--- config.mk ---
export PLATFORM = sky130hd
export DESIGN_NAME = lfm_fault_monitor
export DESIGN_NICKNAME = d
export VERILOG_FILES = /design/src/lfm_fault_monitor.v /design/src/lfm_deglitch.v
export VERILOG_INCLUDE_DIRS = /design/src
export SDC_FILE = /design/constraint.sdc
export NUM_CORES = 1
export LEC_CHECK = 0
export BUFFER_PORTS_ARGS = -buffer_cell sky130_fd_sc_hd__buf_2
export CAP_MARGIN = 20
export CORE_UTILIZATION = 45
export CTS_BUF_LIST = sky130_fd_sc_hd__clkbuf_4 sky130_fd_sc_hd__clkbuf_8
export DETAILED_ROUTE_END_ITERATION = 10
export SKIP_CTS_REPAIR_TIMING = 1
export SLEW_MARGIN = 20
export SYNTH_ARGS = -nofsm -noshare
export SYNTH_HDL_FRONTEND = slang
export SYNTH_SLANG_ARGS = --single-unit
--- constraint.sdc ---
create_clock -name i_clock -period 2.3 [get_ports i_clock]
set_input_delay 0 -clock i_clock [delete_from_list [all_inputs] [get_ports i_clock]]
set_output_delay 0 -clock i_clock [all_outputs]
set_load 0.1 [all_outputs]
--- src/lfm_defines.vh ---
/*
 * Constants for the LED driver fault monitor: deglitch timing, cycle
 * thresholds and counter widths.
 * Assumes a 250 MHz core clock.
 */
`ifndef LFM_DEFINES_VH
`define LFM_DEFINES_VH

`define LFM_CLK_PERIOD_NS   4
`define LFM_DEGLITCH_US     2000
`define LFM_DEGLITCH_CYC    ((`LFM_DEGLITCH_US * 1000) / `LFM_CLK_PERIOD_NS)
`define LFM_PWM_CYC         7
`define LFM_CNT_W           20
`define LFM_PWM_CNT_W       3
`define LFM_NCH             3

`endif

--- src/lfm_fault_monitor.v ---
/*
 * Fault supervision and dimming gates for a three-channel LED driver.
 * Assumes analog comparators arrive as synchronous levels and that the
 * fault lines are resolved outside from the output enables.
 */
// Overview of operation
// - A short, single-short or open fault is reported only after 2 ms, or 7 dim cycles when pulsing.
// - Each channel has its own dimming input gating its current source.
// - A dimming input held low keeps its channel off.
// - Four fault sources are watched: single-LED short, output short, open load, over-temperature.
// - Single shorts go to the single-short line, the rest to the general line.
// - Both fault lines are open drain with a weak pull-up only.
// - A low shared general line, from any device, shuts all outputs off except a channel with a live open load, unless over-temperature or a latched output short.
// - The general line is released by an external high, an enable toggle or power cycle.
// - Without a controller a latched fault stays until power cycles.
// - Thermal foldback is off while its threshold pin is grounded.
// - Thermal and open faults self-release; others hold until cleared.
// - On open load the open channel stays on, others off, unless the line is held high; over-temperature or a latched output short turns all off.
`timescale 1ns/1ns
`default_nettype none
`include "lfm_defines.vh"

module lfm_fault_monitor #(
    parameter [`LFM_CNT_W-1:0] DEGLITCH_CYC = `LFM_DEGLITCH_CYC
) (
    input  wire       i_clock,              // 250 MHz core clock
    input  wire       i_rst_n,              // Power-on reset, active low
    input  wire       i_enable,             // Device enable pin
    input  wire [2:0] i_channel_dim_input,  // Per-channel dimming
    input  wire       i_pwm_mode,           // Dimming is pulsing
    input  wire [2:0] i_single_short,       // String sense below ref
    input  wire [2:0] i_output_short,       // Output below short level
    input  wire [2:0] i_open_load,          // Headroom below open level
    input  wire       i_over_temp,          // Thermal shutdown level
    input  wire       i_foldback_pin_gnd,   // Foldback pin tied low
    input  wire       i_fault_in,           // General line level
    input  wire       i_fault_s_in,         // Single-short line level
    output reg  [2:0] o_channel_current_output, // Channel source on
    output reg        o_fault_oe,           // Pull general line low
    output reg        o_fault_out,          // Always 0 when driving
    output reg        o_fault_s_oe,         // Pull single line low
    output reg        o_fault_s_out,        // Always 0 when driving
    output reg        o_foldback_en         // Thermal foldback active
);
    wire [2:0] q_ss;
    wire [2:0] q_sh;
    wire [2:0] q_ol;
    reg        en_q;
    reg        ss_latch;
    reg        sh_latch;
    reg        fault_drv_q;
    reg  [2:0] next_out;

    genvar g;
    generate
        for (g = 0; g < `LFM_NCH; g = g + 1) begin : g_ch
            lfm_deglitch #(.DEGLITCH_CYC(DEGLITCH_CYC)) u_ss (
                .i_clock    (i_clock),
                .i_rst_n    (i_rst_n),
                .i_cond     (i_single_short[g]),
                .i_dim      (i_channel_dim_input[g]),
                .i_pwm_mode (i_pwm_mode),
                .o_qual     (q_ss[g])
            );
            lfm_deglitch #(.DEGLITCH_CYC(DEGLITCH_CYC)) u_sh (
                .i_clock    (i_clock),
                .i_rst_n    (i_rst_n),
                .i_cond     (i_output_short[g]),
                .i_dim      (i_channel_dim_input[g]),
                .i_pwm_mode (i_pwm_mode),
                .o_qual     (q_sh[g])
            );
            lfm_deglitch #(.DEGLITCH_CYC(DEGLITCH_CYC)) u_ol (
                .i_clock    (i_clock),
                .i_rst_n    (i_rst_n),
                .i_cond     (i_open_load[g]),
                .i_dim      (i_channel_dim_input[g]),
                .i_pwm_mode (i_pwm_mode),
                .o_qual     (q_ol[g])
            );
        end
    endgenerate

    // Any of the three channel flags set
    function lfm_any;
        input [2:0] flags;
        begin
            lfm_any = |flags;
        end
    endfunction

    // Keep only the masked channels, or drop them
    function [2:0] lfm_sel;
        input [2:0] base;
        input [2:0] mask;
        input       keep;
        begin
            lfm_sel = keep ? (base & mask) : (base & ~mask);
        end
    endfunction

    // Channel gating modes, one-hot
    localparam [3:0] GATE_ALL_OFF = 4'h1;
    localparam [3:0] GATE_HELD    = 4'h2;
    localparam [3:0] GATE_OPEN    = 4'h4;
    localparam [3:0] GATE_NORMAL  = 4'h8;

    reg  [3:0] gate_mode;

    // Line seen high while this device pulls it: someone overrides
    wire       fault_overridden = fault_drv_q & i_fault_in;
    wire       en_toggle        = i_enable ^ en_q;
    wire       ss_any           = lfm_any(q_ss);
    wire       sh_any           = lfm_any(q_sh);
    wire       open_any         = lfm_any(q_ol);
    // Gate on the live condition too, so a cleared open ends open-load gating at once
    wire [2:0] open_now         = q_ol & i_open_load;
    wire       open_gate        = lfm_any(open_now);
    wire       gen_fault        = sh_latch | open_any | i_over_temp;
    wire       fault_pull       = gen_fault & ~fault_overridden;
    wire [2:0] dim_on           = i_channel_dim_input & {3{i_enable}};

    always @(posedge i_clock or negedge i_rst_n) begin
        if (!i_rst_n) begin
            en_q        <= 1'b0;
            ss_latch    <= 1'b0;
            sh_latch    <= 1'b0;
            fault_drv_q <= 1'b0;
        end else begin
            en_q <= i_enable;
            // Latches clear by enable toggle or power cycle, the output-short latch also by an override;
            // a new qualification wins over a clear in the same cycle
            if (ss_any)
                ss_latch <= 1'b1;
            else if (en_toggle)
                ss_latch <= 1'b0;
            if (sh_any)
                sh_latch <= 1'b1;
            else if (en_toggle || fault_overridden)
                sh_latch <= 1'b0;
            fault_drv_q <= gen_fault;
        end
    end

    // Priority: heat, held-high line, latched short, open load, low bus.
    // Open load comes before the bus check because this device pulls
    // the bus low itself and must still keep the open string lit.
    always @* begin
        if (i_over_temp)
            gate_mode = GATE_ALL_OFF;
        else if (fault_overridden)
            gate_mode = GATE_HELD;
        else if (sh_latch)
            gate_mode = GATE_ALL_OFF;
        else if (open_gate)
            gate_mode = GATE_OPEN;
        else if (!i_fault_in)
            gate_mode = GATE_ALL_OFF;
        else
            gate_mode = GATE_NORMAL;
    end

    // Held high: shorted strings off, open strings stay on
    always @* begin
        case (gate_mode)
            GATE_ALL_OFF: next_out = 3'h0;
            GATE_HELD:    next_out = lfm_sel(dim_on, q_sh, 1'b0);
            GATE_OPEN:    next_out = lfm_sel(dim_on, open_now, 1'b1);
            GATE_NORMAL:  next_out = dim_on;
            default:      next_out = 3'h0;
        endcase
    end

    // Channel sources
    always @(posedge i_clock or negedge i_rst_n) begin
        if (!i_rst_n) begin
            o_channel_current_output <= 3'h0;
        end else begin
            o_channel_current_output <= next_out;
        end
    end

    // General line: only ever pulled low, never driven high
    always @(posedge i_clock or negedge i_rst_n) begin
        if (!i_rst_n) begin
            o_fault_oe  <= 1'b0;
            o_fault_out <= 1'b0;
        end else begin
            o_fault_oe  <= fault_pull;
            o_fault_out <= 1'b0;
        end
    end

    // Single-short line: only ever pulled low, never driven high
    always @(posedge i_clock or negedge i_rst_n) begin
        if (!i_rst_n) begin
            o_fault_s_oe  <= 1'b0;
            o_fault_s_out <= 1'b0;
        end else begin
            o_fault_s_oe  <= ss_latch;
            o_fault_s_out <= 1'b0;
        end
    end

    // Foldback enable follows its pin one cycle late
    always @(posedge i_clock or negedge i_rst_n) begin
        if (!i_rst_n) begin
            o_foldback_en <= 1'b0;
        end else begin
            o_foldback_en <= ~i_foldback_pin_gnd;
        end
    end
endmodule // lfm_fault_monitor
`default_nettype wire

--- src/lfm_deglitch.v ---
/*
 * One qualification timer: a condition must persist for a deglitch
 * time (steady mode) or a count of consecutive dimming cycles.
 * Assumes inputs synchronous to i_clock.
 */
`timescale 1ns/1ns
`default_nettype none
`include "lfm_defines.vh"

module lfm_deglitch #(
    parameter [`LFM_CNT_W-1:0] DEGLITCH_CYC = `LFM_DEGLITCH_CYC
) (
    input  wire i_clock,     // Core clock
    input  wire i_rst_n,     // Async reset, active low
    input  wire i_cond,      // Raw fault condition
    input  wire i_dim,       // Channel dimming input
    input  wire i_pwm_mode,  // Dimming is pulsing
    output reg  o_qual       // Qualified fault level
);
    reg [`LFM_CNT_W-1:0]     time_cnt;
    reg [`LFM_PWM_CNT_W-1:0] cyc_cnt;
    reg                      dim_q;
    reg                      seen_in_cycle;
    wire                     dim_rise = i_dim & ~dim_q;

    always @(posedge i_clock or negedge i_rst_n) begin
        if (!i_rst_n) begin
            time_cnt      <= {`LFM_CNT_W{1'b0}};
            cyc_cnt       <= {`LFM_PWM_CNT_W{1'b0}};
            dim_q         <= 1'b0;
            seen_in_cycle <= 1'b0;
            o_qual        <= 1'b0;
        end else begin
            dim_q <= i_dim;
            if (!i_pwm_mode) begin
                cyc_cnt <= {`LFM_PWM_CNT_W{1'b0}};
                if (!i_cond) begin
                    time_cnt <= {`LFM_CNT_W{1'b0}};
                    o_qual   <= 1'b0;
                end else if (time_cnt >= DEGLITCH_CYC - 1'b1) begin
                    o_qual <= 1'b1;
                end else begin
                    time_cnt <= time_cnt + 1'b1;
                end
            end else begin
                time_cnt <= {`LFM_CNT_W{1'b0}};
                // Condition only meaningful while the channel is on
                if (i_dim && i_cond)
                    seen_in_cycle <= 1'b1;
                if (dim_rise) begin
                    // Rise edge sample opens the new cycle, so it must count
                    seen_in_cycle <= i_cond;
                    if (!seen_in_cycle) begin
                        cyc_cnt <= {`LFM_PWM_CNT_W{1'b0}};
                        o_qual  <= 1'b0;
                    end else if (cyc_cnt >= `LFM_PWM_CYC - 1) begin
                        o_qual <= 1'b1;
                    end else begin
                        cyc_cnt <= cyc_cnt + 1'b1;
                    end
                end
            end
        end
    end
endmodule // lfm_deglitch
`default_nettype wire

Yosys cells after proc, flatten, opt, wreduce, memory -nomap -nowiden --
Index checks and enable logic that the tools add are counted.
Word-level totals: bits in registers 238, bits in latches 0, memory bits (writable) 0, bits in read-only memories 0, output and inout bits 8, logic and storage cells 340, memories kept 0
Operators by class: add/sub/neg operators 18, $mul 0, div/mod/pow operators 0, $lt $le $gt $ge 18, equality and inequality tests 42, shift-type cells 0, muxes and demuxes 145, bitwise logic cells 18, reduce and logical (&&, ||, !) cells 52
Operators by type and width (number):
- 2-to-1 mux 20 bit | 27
- adder 20 x 1 -> 20 bit (second input constant) | 9
- >= comparator 20 x 19 -> 1 bit (second input constant) | 9
- 2-to-1 mux 3 bit | 36
- != test 3 bit (second input constant) | 27
- 2-to-1 mux 1 bit | 76
- AND reduction 2 bit | 18
- adder 3 x 1 -> 3 bit (second input constant) | 9
- >= comparator 3 bit (second input constant) | 9
- != test 3 x 2 -> 1 bit (second input constant) | 9
- AND reduction 3 bit | 9
- nonzero test 2 bit | 11
- 2-to-1 mux 4 bit | 5
- AND 3 bit | 4
- OR reduction 3 bit | 4
- logical AND 1 bit | 9
- case mux 3 bit (3 select lines) | 1
- != test 2 x 1 -> 1 bit (second input constant) | 3
- AND 1 bit | 5
- NOT 1 bit | 5
- equality test 4 x 2 -> 1 bit (second input constant) | 1
- equality test 4 x 3 -> 1 bit (second input constant) | 1
- equality test 4 bit (second input constant) | 1
- NOT 3 bit | 1
- 3 further kinds | 4

Depth between registers and ports, before layout --
Gate-level depths: netlist (run 1).
depth after elaboration 8, gate-level depth with buffers 9, mapped depth without buffers 7

Cells and area by module --
A second synthesis (run 1) with hierarchy kept.
Second synthesis, totals: cell total of the unflattened synthesis 1372, area total of the unflattened synthesis 12813.5 um^2
Modules (own cells, without submodules):
- lfm_deglitch (g_ch[0].u_ol ...) | times used 8, cells an instance 147, area each 1357.6 um^2, sequential area each 650.6 um^2
- lfm_deglitch (g_ch[2].u_ss) | times used 1, cells an instance 154, area each 1511.4 um^2, sequential area each 650.6 um^2
- lfm_fault_monitor | times used 1, cells an instance 42, area each 441.7 um^2, sequential area each 250.2 um^2

Worst setup path after synthesis (run 1) --
No wires, ideal clock.
kind register to register, start register g_ch[1].u_ol.time_cnt[0], end register g_ch[1].u_ol.time_cnt[15], data arrival time 2157 ps, data required time 2223 ps, setup slack 65 ps, stages on the path, launching flop included 8, buffers on the path 1, cell sequence dfrtp_1 > ha_1 > and4_2 > o211a_4 > or3_4 > buf_6 > or4_1 > a21oi_1
On the way: cells in the longest elaborated chain, start to end 4, elaborated cells on any way between the ends 6, classes of those cells 1 x add/sub; 1 x order compare; 1 x eq/ne; 3 x mux
RTL lines:
- start: declaration | RTL line lfm_deglitch.v:20 | reg [`LFM_CNT_W-1:0] time_cnt;
- start signal: assignment | RTL line lfm_deglitch.v:28 | time_cnt <= {`LFM_CNT_W{1'b0}};
- start signal: assignment | RTL line lfm_deglitch.v:38 | time_cnt <= {`LFM_CNT_W{1'b0}};
- start signal: assignment | RTL line lfm_deglitch.v:43 | time_cnt <= time_cnt + 1'b1;
- adder 20 x 1 -> 20 bit | RTL line lfm_deglitch.v:43
- 2-to-1 mux 20 bit | RTL line lfm_deglitch.v:40 | end else if (time_cnt >= DEGLITCH_CYC - 1'b1) begin
- 2-to-1 mux 20 bit | RTL line lfm_deglitch.v:37 | if (!i_cond) begin
- 2-to-1 mux 20 bit | RTL line lfm_deglitch.v:35 | if (!i_pwm_mode) begin
Parallel ways exist; a longest one is shown, timed or not. The select of a mux whose other input is x is not followed. A chain may end at the register's enable or synchronous reset.

Worst setup path in the final report (run 1) --
start register g_ch[1].u_ol.time_cnt[0], end register g_ch[1].u_ol.time_cnt[7]
The elaborated chain is that of the path after synthesis.

==> impl_metrics.env, run 1 <==
export IMPL_yosysWarningCount=0
export IMPL_fin_skew_ns=0.01637
export IMPL_hold_path_class="in2async"
export IMPL_p_per_area_nw_per_um2=659.4
export IMPL_placed_area_um2=13440
export IMPL_synth_cells=1352
export IMPL_grt_pass1_wl_um=48580
export IMPL_synth_edf_count=0
export IMPL_syn_cell_area_um2=12590
export IMPL_clk_path_buf_depth=3
export IMPL_grt_pass1_vias=10200
export IMPL_dp_slack_ns=-0.006045
export IMPL_initial_core_util_pct=46.33
export IMPL_tightest_slew_ns=0.6897
export IMPL_use_met1_pct=27.50
export IMPL_io_pins=28
export IMPL_run_status="finished clean"
export IMPL_core_area_um2=27180
export IMPL_via_per_inst=5.731
export IMPL_p_leak_nw=6.099
export IMPL_cp_required_ns=2.77
export IMPL_grt_met2_usage_pct=33.15
export IMPL_dr_pass1_iters=7
export IMPL_antenna_found_initial=0
export IMPL_fp_dieArea_um2=28650
export IMPL_worstSetupPathType="reg2reg"
export IMPL_numClockSinks=238
export IMPL_met3_usage_pct=3.195
export IMPL_drcViolationCount=0
export IMPL_die_h_um=169.3
export IMPL_grt_max_degree=73
export IMPL_drive_gt1_share_pct=15.60
export IMPL_worstPathArrival_ns=2.72
export IMPL_clk_pin_slew_ns=0.06
export IMPL_yosysMostFrequentCell="dfrtp_1"
export IMPL_cts_made_buffers=45
export IMPL_slew_limit_headroom_pct=53.92
export IMPL_slew_viol_final=0
export IMPL_finalHoldViolCount=0
export IMPL_fin_ws_ns=0.04975
export IMPL_drt_iter0_markers=602
export IMPL_synth_top_area_share_pct=47.31
export IMPL_cts_max_level=2
export IMPL_insertion_delay_ns=0.54
export IMPL_slowest_stage="or4_4"
export IMPL_setup_viol=0
export IMPL_fin_cells=1853
export IMPL_synth_distinct_cells=74
export IMPL_place_hpwl_um=18780
export IMPL_fmax_mhz=444.4
export IMPL_worst_path_largest_cell_delay_ns=0.49
export IMPL_yosysTopAreaCell="dfrtp_1"
export IMPL_postLayoutCellArea_um2=14830
export IMPL_peakVddDrop_mv=0.3402
export IMPL_dp_cells=1747
export IMPL_vias=10620
export IMPL_synthFlopType="dfrtp_1"
export IMPL_rows=60
export IMPL_track_usage_pct=20.29
export IMPL_cp_top_family="simple AND/OR/NAND/NOR gates"
export IMPL_post_route_period_util_pct=97.84
export IMPL_cp_max_fo=6
export IMPL_synthArstFlopShare_pct=100.0
export IMPL_path_cells="ha_2 -> and4_2 -> o211a_4 -> or3_4 -> or4_4 -> a21oi_2"
export IMPL_ant_nets=0
export IMPL_syn_avg_cell_area_um2=9.312
export IMPL_tritoncts="yes"
export IMPL_final_util_pct=54.56
export IMPL_synth_common_cells="238 x dfrtp_1, 132 x a21oi_1, 124 x nand2_1, 106 x o21ai_0, 76 x nor2_1"
export IMPL_finalPower_mw=9.777
export IMPL_min_period_ns=2.250
export IMPL_synth_area_leaders="dfrtp_1 47%, a21oi_1 5.2%, o21ai_0 4.2%"
export IMPL_routabilityCongestion=0.7899
export IMPL_grt_busiest_layer="met2"
export IMPL_worst_path_buf_inv=0
export IMPL_die_w_um=169.3
export IMPL_port_buffer_count=24
export IMPL_cts_root_buf="clkbuf_8"
export IMPL_wl_per_cell_um=15.17
export IMPL_areaGrowthSynthToFinish_pct=17.78
export IMPL_cap_violations=0
export IMPL_synth_seq_area_share_pct=47.31
export IMPL_antenna_cells=0
export IMPL_gr_total_overflow=0
export IMPL_ys_ff_latch=238
export IMPL_cp_start_kind="register"
export IMPL_fillers=2513
export IMPL_routed_wl_um=28110
export IMPL_cp_end_kind="register"
export IMPL_nNetsFinal=1492
## cell usage in the layout (no fill, tap or decap), types with 5 or more instances in the layout
cell type and instances:
dfrtp_1 238, a21oi_1 128, nand2_1 124, o21ai_0 104, nor2_1 76, nand3_1 68
or3_1 66, buf_4 63, clkbuf_8 62, or4_1 37, nand4_1 34, inv_1 32
o31ai_1 30, nand2b_1 26, xnor2_1 26, ha_1 23, buf_2 23, nor3_1 22
and3_1 18, dlygate4sd3_1 17, and2_1 15, and4_1 15, nor4_1 14, a32o_1 14
a31o_2 14, xor2_1 13, mux2i_1 12, clkbuf_4 11, nor2b_1 10, o21a_1 9
o211ai_1 9, or2_2 8, a31oi_1 8, nand3b_1 7, a21o_1 6, o31a_1 6
a41oi_1 5, clkinv_2 5
## power breakdown
group | leakage [nW] | internal [mW] | switching [mW]
Sequential | 3.24 | 4.32 | 0.124
Clock | 0.558 | 2.90 | 1.79
Combinational | 2.30 | 0.234 | 0.407
## metal layers
metal | vias to the layer above | part of all wire (%)
met5 | - | 0
met4 | 0 | 2.0
met3 | 51 | 3.2
met2 | 126 | 47
met1 | 5193 | 48
li1 | 5250 | -
## cell families (layout without fill, tap and decap cells)
kind of cell | Yosys count | in the layout | share of synthesized area, %
compound gates | 382 | 382 | 19.23
xor+xnor | 39 | 39 | 2.713
fa+ha+maj | 25 | 25 | 2.485
buf+inv | 94 | 222 | 3.001
flops | 238 | 238 | 47.31
mux | 12 | 12 | 0.9541
other cells | 1 | 2 | 0.02979
simple gates | 561 | 561 | 24.28
## path summary, 6_finish.rpt
kind	from	endpoint	slack, ns	cells after the start
setup / recovery	g_ch[1].u_ol.time_cnt[0]	g_ch[1].u_ol.time_cnt[7]	0.05	6
hold / removal	i_rst_n	g_ch[1].u_sh.time_cnt[11]	0.04	2
setup reg to reg	g_ch[1].u_ol.time_cnt[0]	g_ch[1].u_ol.time_cnt[7]	0.05	6
hold reg to reg	ss_latch	o_fault_s_oe	0.42	0
max in group asynchronous	i_rst_n	g_ch[0].u_ol.time_cnt[2]	1.46	3
min in group i_clock	i_pwm_mode	g_ch[1].u_ol.seen_in_cycle	0.09	2
## stage by stage
step	hold WS (ns)	TNS (ns)
global placement	0.02667	0
detailed placement	0.02799	-0.006864
finish	0.04250	0
floorplan	-0.2956	0
CTS	-0.5647	-0.02327
global route	0.07208	-0.009214
## flip-flops by register name (all words and copies together), names as in the netlist, 9 cells and up
register and count:
g_ch.u_ol.cyc_cnt 9, g_ch.u_ol.time_cnt 60, g_ch.u_sh.cyc_cnt 9, g_ch.u_sh.time_cnt 60
g_ch.u_ss.cyc_cnt 9, g_ch.u_ss.time_cnt 60
## worst register-to-register path, stage by stage, from the launching register on
cell     delay, ns
dfrtp_1       0.41
ha_2          0.21
and4_2        0.25
o211a_4       0.27
or3_4         0.41
or4_4         0.49
a21oi_2       0.14
## area by class of cell
type                    instances  area, um^2  share of cell area (%)
clock buffers                  73       935.9                   6.312
clock inverters                 8       115.1                  0.7763
inverters                      32       120.1                  0.8101
multi-input cells            1021        6377                   43.01
flip-flops and latches        238        5956                   40.17
well taps                     372       465.4                   3.139
repair buffers                109       858.3                   5.789
Power figures use the tool's default switching activity.
==> run 2: changes to the inputs <==
Settings changed: ABC_AREA from default to 1.
==> impl_metrics.env, run 2 <==
export IMPL_run_status="finished clean"
export IMPL_worstSetupPathType="reg2reg"
export IMPL_cp_required_ns=2.78
export IMPL_rr_worst_depth=11
export IMPL_slew_limit_headroom_pct=43.35
export IMPL_yosysMostFrequentCell="nand2_1"
export IMPL_finalPower_mw=9.599
export IMPL_tns_ns=0
export IMPL_fmax_mhz=504.7
export IMPL_grt_met2_usage_pct=36.77
export IMPL_drcViolationCount=0
export IMPL_layout_common_cells="688 x nand2_1, 351 x nor2_1, 311 x nand3_1, 238 x dfrtp_1, 235 x inv_1"
export IMPL_hold_path_class="in2async"
export IMPL_syn_avg_cell_area_um2=6.729
export IMPL_synthArstFlopShare_pct=100.0
export IMPL_tritoncts="yes"
export IMPL_routed_wl_um=38860
export IMPL_wl_per_cell_um=13.64
export IMPL_die_h_um=187.9
export IMPL_power_frac_seq_pct=46.2
export IMPL_rsz0062_at_grt="false"
export IMPL_fin_skew_ns=0.01650
export IMPL_cp_end_kind="register"
export IMPL_via_per_inst=5.140
export IMPL_p_int_mw=7.016
export IMPL_drt_iter0_markers=870
export IMPL_nNetsFinal=2417
export IMPL_cp_start_kind="register"
export IMPL_syn_cell_area_um2=15550
export IMPL_cts_made_buffers=47
export IMPL_place_hpwl_um=26840
export IMPL_finalHoldViolCount=0
export IMPL_numClockSinks=238
export IMPL_p_per_area_nw_per_um2=556.2
export IMPL_grt_pass1_wl_um=66230
export IMPL_synth_top_area_share_pct=38.30
export IMPL_dr_pass1_iters=5
export IMPL_yosysWarningCount=0
export IMPL_top_regs="g_ch.u_ol.time_cnt: 60 flops, g_ch.u_sh.time_cnt: 60 flops, g_ch.u_ss.time_cnt: 60 flops"
export IMPL_synth_seq_area_share_pct=38.30
export IMPL_ant_nets=0
export IMPL_clk_path_buf_depth=3
export IMPL_synth_common_cells="688 x nand2_1, 351 x nor2_1, 311 x nand3_1, 238 x dfrtp_1, 235 x inv_1"
export IMPL_comb_power_share_pct=8.2
export IMPL_fp_dieArea_um2=35300
export IMPL_ys_ff_latch=238
export IMPL_synth_edf_count=0
export IMPL_core_area_um2=33780
export IMPL_synth_area_leaders="dfrtp_1 38%, nand2_1 17%, nand3_1 10%"
export IMPL_grt_pass1_vias=13850
export IMPL_areaGrowthSynthToFinish_pct=10.99
export IMPL_crit_reg2reg_launch="g_ch[0].u_sh.time_cnt[0]"
export IMPL_slew_viol_final=0
export IMPL_track_usage_pct=22.51
export IMPL_insertion_delay_ns=0.60
export IMPL_tightest_slew_ns=0.8467
export IMPL_post_route_period_util_pct=86.14
export IMPL_yosysTopAreaCell="dfrtp_1"
export IMPL_met3_usage_pct=3.650
export IMPL_worstPathArrival_ns=2.46
export IMPL_switchingPower_mw=2.583
export IMPL_port_buffer_count=24
export IMPL_fin_hold_ws_ns=0.01064
export IMPL_io_pins=28
export IMPL_vias=14650
export IMPL_netSwitchingFraction_pct=26.91
export IMPL_use_met1_pct=30.58
export IMPL_antenna_cells=0
export IMPL_cap_violations=0
export IMPL_gr_total_overflow=0
export IMPL_rows=67
export IMPL_synth_distinct_cells=41
export IMPL_clk_pin_slew_ns=0.06
export IMPL_startpoint="g_ch[0].u_sh.time_cnt[0]"
export IMPL_peakVddDrop_mv=0.3825
export IMPL_cp_max_fo=14
export IMPL_synth_cells=2311
export IMPL_grt_busiest_layer="met2"
export IMPL_final_common_cell="nand2_1"
export IMPL_cts_max_level=2
export IMPL_initial_core_util_pct=46.03
export IMPL_routabilityCongestion=0.8943
export IMPL_drive_gt1_share_pct=7.785
export IMPL_cts_root_buf="clkbuf_8"
export IMPL_grt_max_degree=66
export IMPL_antenna_found_initial=0
export IMPL_p_leak_nw=8.016
export IMPL_setup_viol=0
export IMPL_clkPwrFrac_pct=45.6
export IMPL_die_w_um=187.9
export IMPL_min_period_ns=1.981
export IMPL_synthFlopType="dfrtp_1"
[run 2: changes by cell type after synthesis, moves of 28 or more]
| cell | before | now |
|---|---|---|
| or3_1 | 66 | 0 |
| nand2_1 | 124 | 688 |
| inv_1 | 32 | 235 |
| nand3_1 | 68 | 311 |
| a21oi_1 | 132 | 21 |
| xor2_1 | 13 | 52 |
| nor3_1 | 23 | 67 |
| o21ai_1 | 2 | 40 |
| or4_1 | 40 | 0 |
| o21ai_0 | 106 | 64 |
| nor2_1 | 76 | 351 |
| buf_2 | 2 | 30 |
| clkbuf_1 | 52 | 12 |
[run 2: power groups by stage]
| stage | clock (mW) | sequential, mW | combinational [mW] |
|---|---|---|---|
| after global routing | 4.70 | 4.46 | 0.885 |
| final | 4.38 | 4.44 | 0.783 |
| after floorplan | 0 | 4.54 | 0.430 |
| after global placement | 0 | 4.51 | 0.747 |
| after detailed placement | 0 | 4.51 | 0.763 |
| after CTS | 4.54 | 4.44 | 0.766 |
[run 2: layout make-up]
class	instances	area (um^2)
well taps	448	560.5
clock buffers	71	902.1
repair buffers	76	623.1
clock inverters	8	40.04
multi-input cells	1768	8273
fillers	3336	16520
flip-flops and latches	238	5956
inverters	241	904.6
[run 2: final timing paths]
check	to	slack, ns
min in group i_clock	o_foldback_en	0.09
max reg2reg	g_ch[0].u_sh.time_cnt[10]	0.32
max in group asynchronous	g_ch[1].u_ol.time_cnt[15]	1.92
min	g_ch[2].u_sh.time_cnt[16]	0.01
max	g_ch[0].u_sh.time_cnt[10]	0.32
min reg2reg	g_ch[1].u_ss.o_qual	0.48
[run 2: logic make-up (layout without fill, tap and decap cells)]
logic type	after synthesis	in the layout	share of synthesized area [%]
compound gates	163	163	5.930
xor+xnor	61	61	3.436
fa+ha+maj	25	25	2.012
buf+inv	306	396	8.521
flops	238	238	38.30
other cells	1	2	0.02412
simple gates	1517	1517	41.78
[run 2: critical path, stage by stage (launching register included)]
cell	delay, ns
dfrtp_1	0.44
ha_1	0.28
nand2_1	0.11
nor2_1	0.17
o21ai_1	0.09
nand2_1	0.07
nand2_1	0.10
nand2_2	0.17
nand2_1	0.09
buf_4	0.21
nand2_1	0.09
o21ai_2	0.05
[run 2: per-layer routing]
layer	up-vias	part of all wire [%]
li1	7561	-
met5	-	0
met2	242	46
met1	6802	49
met3	45	4.0
met4	0	1.6
[run 2: stage by stage]
stage | setup slack [ns] | instance area, um^2 | util, % | cells
after detailed placement | 0.3372 | 16120 | 47.71 | 2753
after CTS | 0.3256 | 17060 | 50.50 | 2832
final | 0.3188 | 17260 | 51.09 | 2850
after global routing | 0.1290 | 17260 | 51.09 | 2850
after global placement | 0.3729 | 16120 | 47.71 | 2753
after floorplan | 0.6471 | 15550 | - | 2312
==> run 3: changes to the inputs <==
Settings changed: CELL_PAD_IN_SITES_DETAIL_PLACEMENT from default to 1, CELL_PAD_IN_SITES_GLOBAL_PLACEMENT from default to 1, CORE_UTILIZATION 45 to 43, HOLD_SLACK_MARGIN from default to 0.15, PLACE_DENSITY_LB_ADDON from default to 0.1.
==> impl_metrics.env, run 3 (synthesized netlist as in run 2, its figures left out) <==
export IMPL_routed_wl_um=46460
export IMPL_cts_max_level=2
export IMPL_final_util_pct=49.17
export IMPL_cp_required_ns=2.79
export IMPL_fmax_mhz=467.3
export IMPL_rr_worst_depth=6
export IMPL_p_per_area_nw_per_um2=573.9
export IMPL_slew_viol_final=0
export IMPL_core_area_um2=35570
export IMPL_post_route_period_util_pct=93.05
export IMPL_run_status="finished clean"
export IMPL_top_regs="g_ch.u_ol.time_cnt: 60 flops, g_ch.u_sh.time_cnt: 60 flops, g_ch.u_ss.time_cnt: 60 flops"
export IMPL_p_int_mw=7.271
export IMPL_clk_pin_slew_ns=0.07
export IMPL_netSwitchingFraction_pct=27.56
export IMPL_switchingPower_mw=2.767
export IMPL_fin_ws_ns=0.1599
export IMPL_cp_start_kind="register"
export IMPL_routabilityCongestion=0.8650
export IMPL_fillers=4758
export IMPL_dp_slack_ns=0.2893
export IMPL_r2r_end="o_channel_current_output[0]"
export IMPL_grt_max_degree=60
export IMPL_via_per_inst=5.311
export IMPL_p_leak_nw=8.109
export IMPL_grt_pass1_wl_um=78430
export IMPL_comb_power_share_pct=8.4
export IMPL_dr_pass1_iters=5
export IMPL_grt_pass1_vias=15840
export IMPL_gr_total_overflow=0
export IMPL_hold_path_class="in2reg"
export IMPL_clk_path_buf_depth=3
export IMPL_finalPower_mw=10.04
export IMPL_cts_made_buffers=47
export IMPL_peakVddDrop_mv=0.3882
export IMPL_min_delay_path_depth=4
export IMPL_areaGrowthSynthToFinish_pct=12.48
export IMPL_crit_reg2reg_launch="fault_drv_q"
export IMPL_die_h_um=192.2
export IMPL_slew_limit_headroom_pct=28.52
export IMPL_ant_nets=0
export IMPL_nNetsFinal=2432
export IMPL_setup_viol=0
export IMPL_clkPwrFrac_pct=47.3
export IMPL_drcViolationCount=0
export IMPL_power_frac_seq_pct=44.3
export IMPL_place_hpwl_um=32970
export IMPL_cp_max_fo=6
export IMPL_cp_end_kind="register"
export IMPL_insertion_delay_ns=0.62
export IMPL_rsz0062_at_grt="false"
export IMPL_cts_root_buf="clkbuf_8"
export IMPL_drt_iter0_markers=645
export IMPL_fin_skew_ns=0.02026
export IMPL_io_pins=28
export IMPL_vias=15300
export IMPL_numClockSinks=238
export IMPL_antenna_found_initial=0
export IMPL_ff2ff_setup_slack_ns=0.16
export IMPL_rows=69
export IMPL_initial_core_util_pct=43.72
export IMPL_worstSetupPathType="reg2reg"
export IMPL_startpoint="fault_drv_q"
export IMPL_cap_violations=0
export IMPL_layout_common_cells="688 x nand2_1, 351 x nor2_1, 311 x nand3_1, 238 x dfrtp_1, 235 x inv_1"
export IMPL_tightest_slew_ns=1.068
export IMPL_die_w_um=192.2
export IMPL_tritoncts="yes"
export IMPL_min_period_ns=2.140
export IMPL_track_usage_pct=26.10
export IMPL_crit_path_end="o_channel_current_output[0]"
export IMPL_finalHoldViolCount=0
export IMPL_final_common_cell="nand2_1"
export IMPL_fp_dieArea_um2=36930
export IMPL_antenna_cells=0
export IMPL_port_buffer_count=24
export IMPL_wl_per_cell_um=16.13
export IMPL_tns_ns=0
export IMPL_worstPathArrival_ns=2.63
export IMPL_drive_gt1_share_pct=8.020
## run 3: cell types whose count changed in the layout (fill, tap and decap cells not counted), sizes merged
cell and change:
buf +5, clkinv -2, dlygate4sd3 +10, clkinvlp +2, bufinv +2
## run 3: how the worst min path moves through the flow
stage / from / endpoint / slack [ns]
finish: i_channel_dim_input[0] / o_channel_current_output[0] / 0.26
global route: i_channel_dim_input[0] / o_channel_current_output[0] / 0.25
CTS: i_rst_n / g_ch[2].u_ss.time_cnt[16] / -0.66
detailed placement: i_rst_n / g_ch[2].u_ol.time_cnt[6] / 0.008
global placement: i_rst_n / g_ch[2].u_ol.time_cnt[10] / 0.003
floorplan: i_rst_n / en_q / -0.30
## run 3: routing by layer
layer | track usage [%] | wire (um)
met1 | 33.89 | 21720
met2 | 44.66 | 22410
met3 | 3.874 | 1215
met4 | 7.692 | 1109
met5 | 0 | 0
## run 3: critical path, stage by stage, from the launching register on
cell and delay [ns]:
dfrtp_1 0.36, nand2_1 0.16, nor3_1 0.07, dlygate4sd3_1 0.57, nor3_1 0.20, dlygate4sd3_1 0.59
nor2_1 0.08
## run 3: power by group through the flow
stage	Clock [mW]	Combinational, mW	Sequential (mW)
4_1_cts	4.90	0.810	4.44
2_1_floorplan	0	0.430	4.54
3_3_place_gp	0	0.774	4.50
6_report	4.75	0.847	4.44
5_1_grt	5.06	0.955	4.46
3_5_place_dp	0	0.806	4.52
## run 3: layout make-up
class	count	area (um^2)	share of cell area, %
clock buffer	71	902.1	5.158
clock inverter	10	105.1	0.6009
inverter	241	904.6	5.172
multi-input combinational	1768	8273	47.30
sequential	238	5956	34.05
tap	461	576.8	3.298
timing repair buffer	91	773.2	4.421
## run 3: stage by stage
step / hold WS [ns] / area (um^2) / std cells
floorplan: -0.2956 / 15550 / 2312
global placement: 0.003168 / 16190 / 2771
detailed placement: 0.008213 / 16190 / 2771
CTS: -0.6623 / 17190 / 2852
global route: 0.2492 / 17490 / 2880
finish: 0.2553 / 17490 / 2880
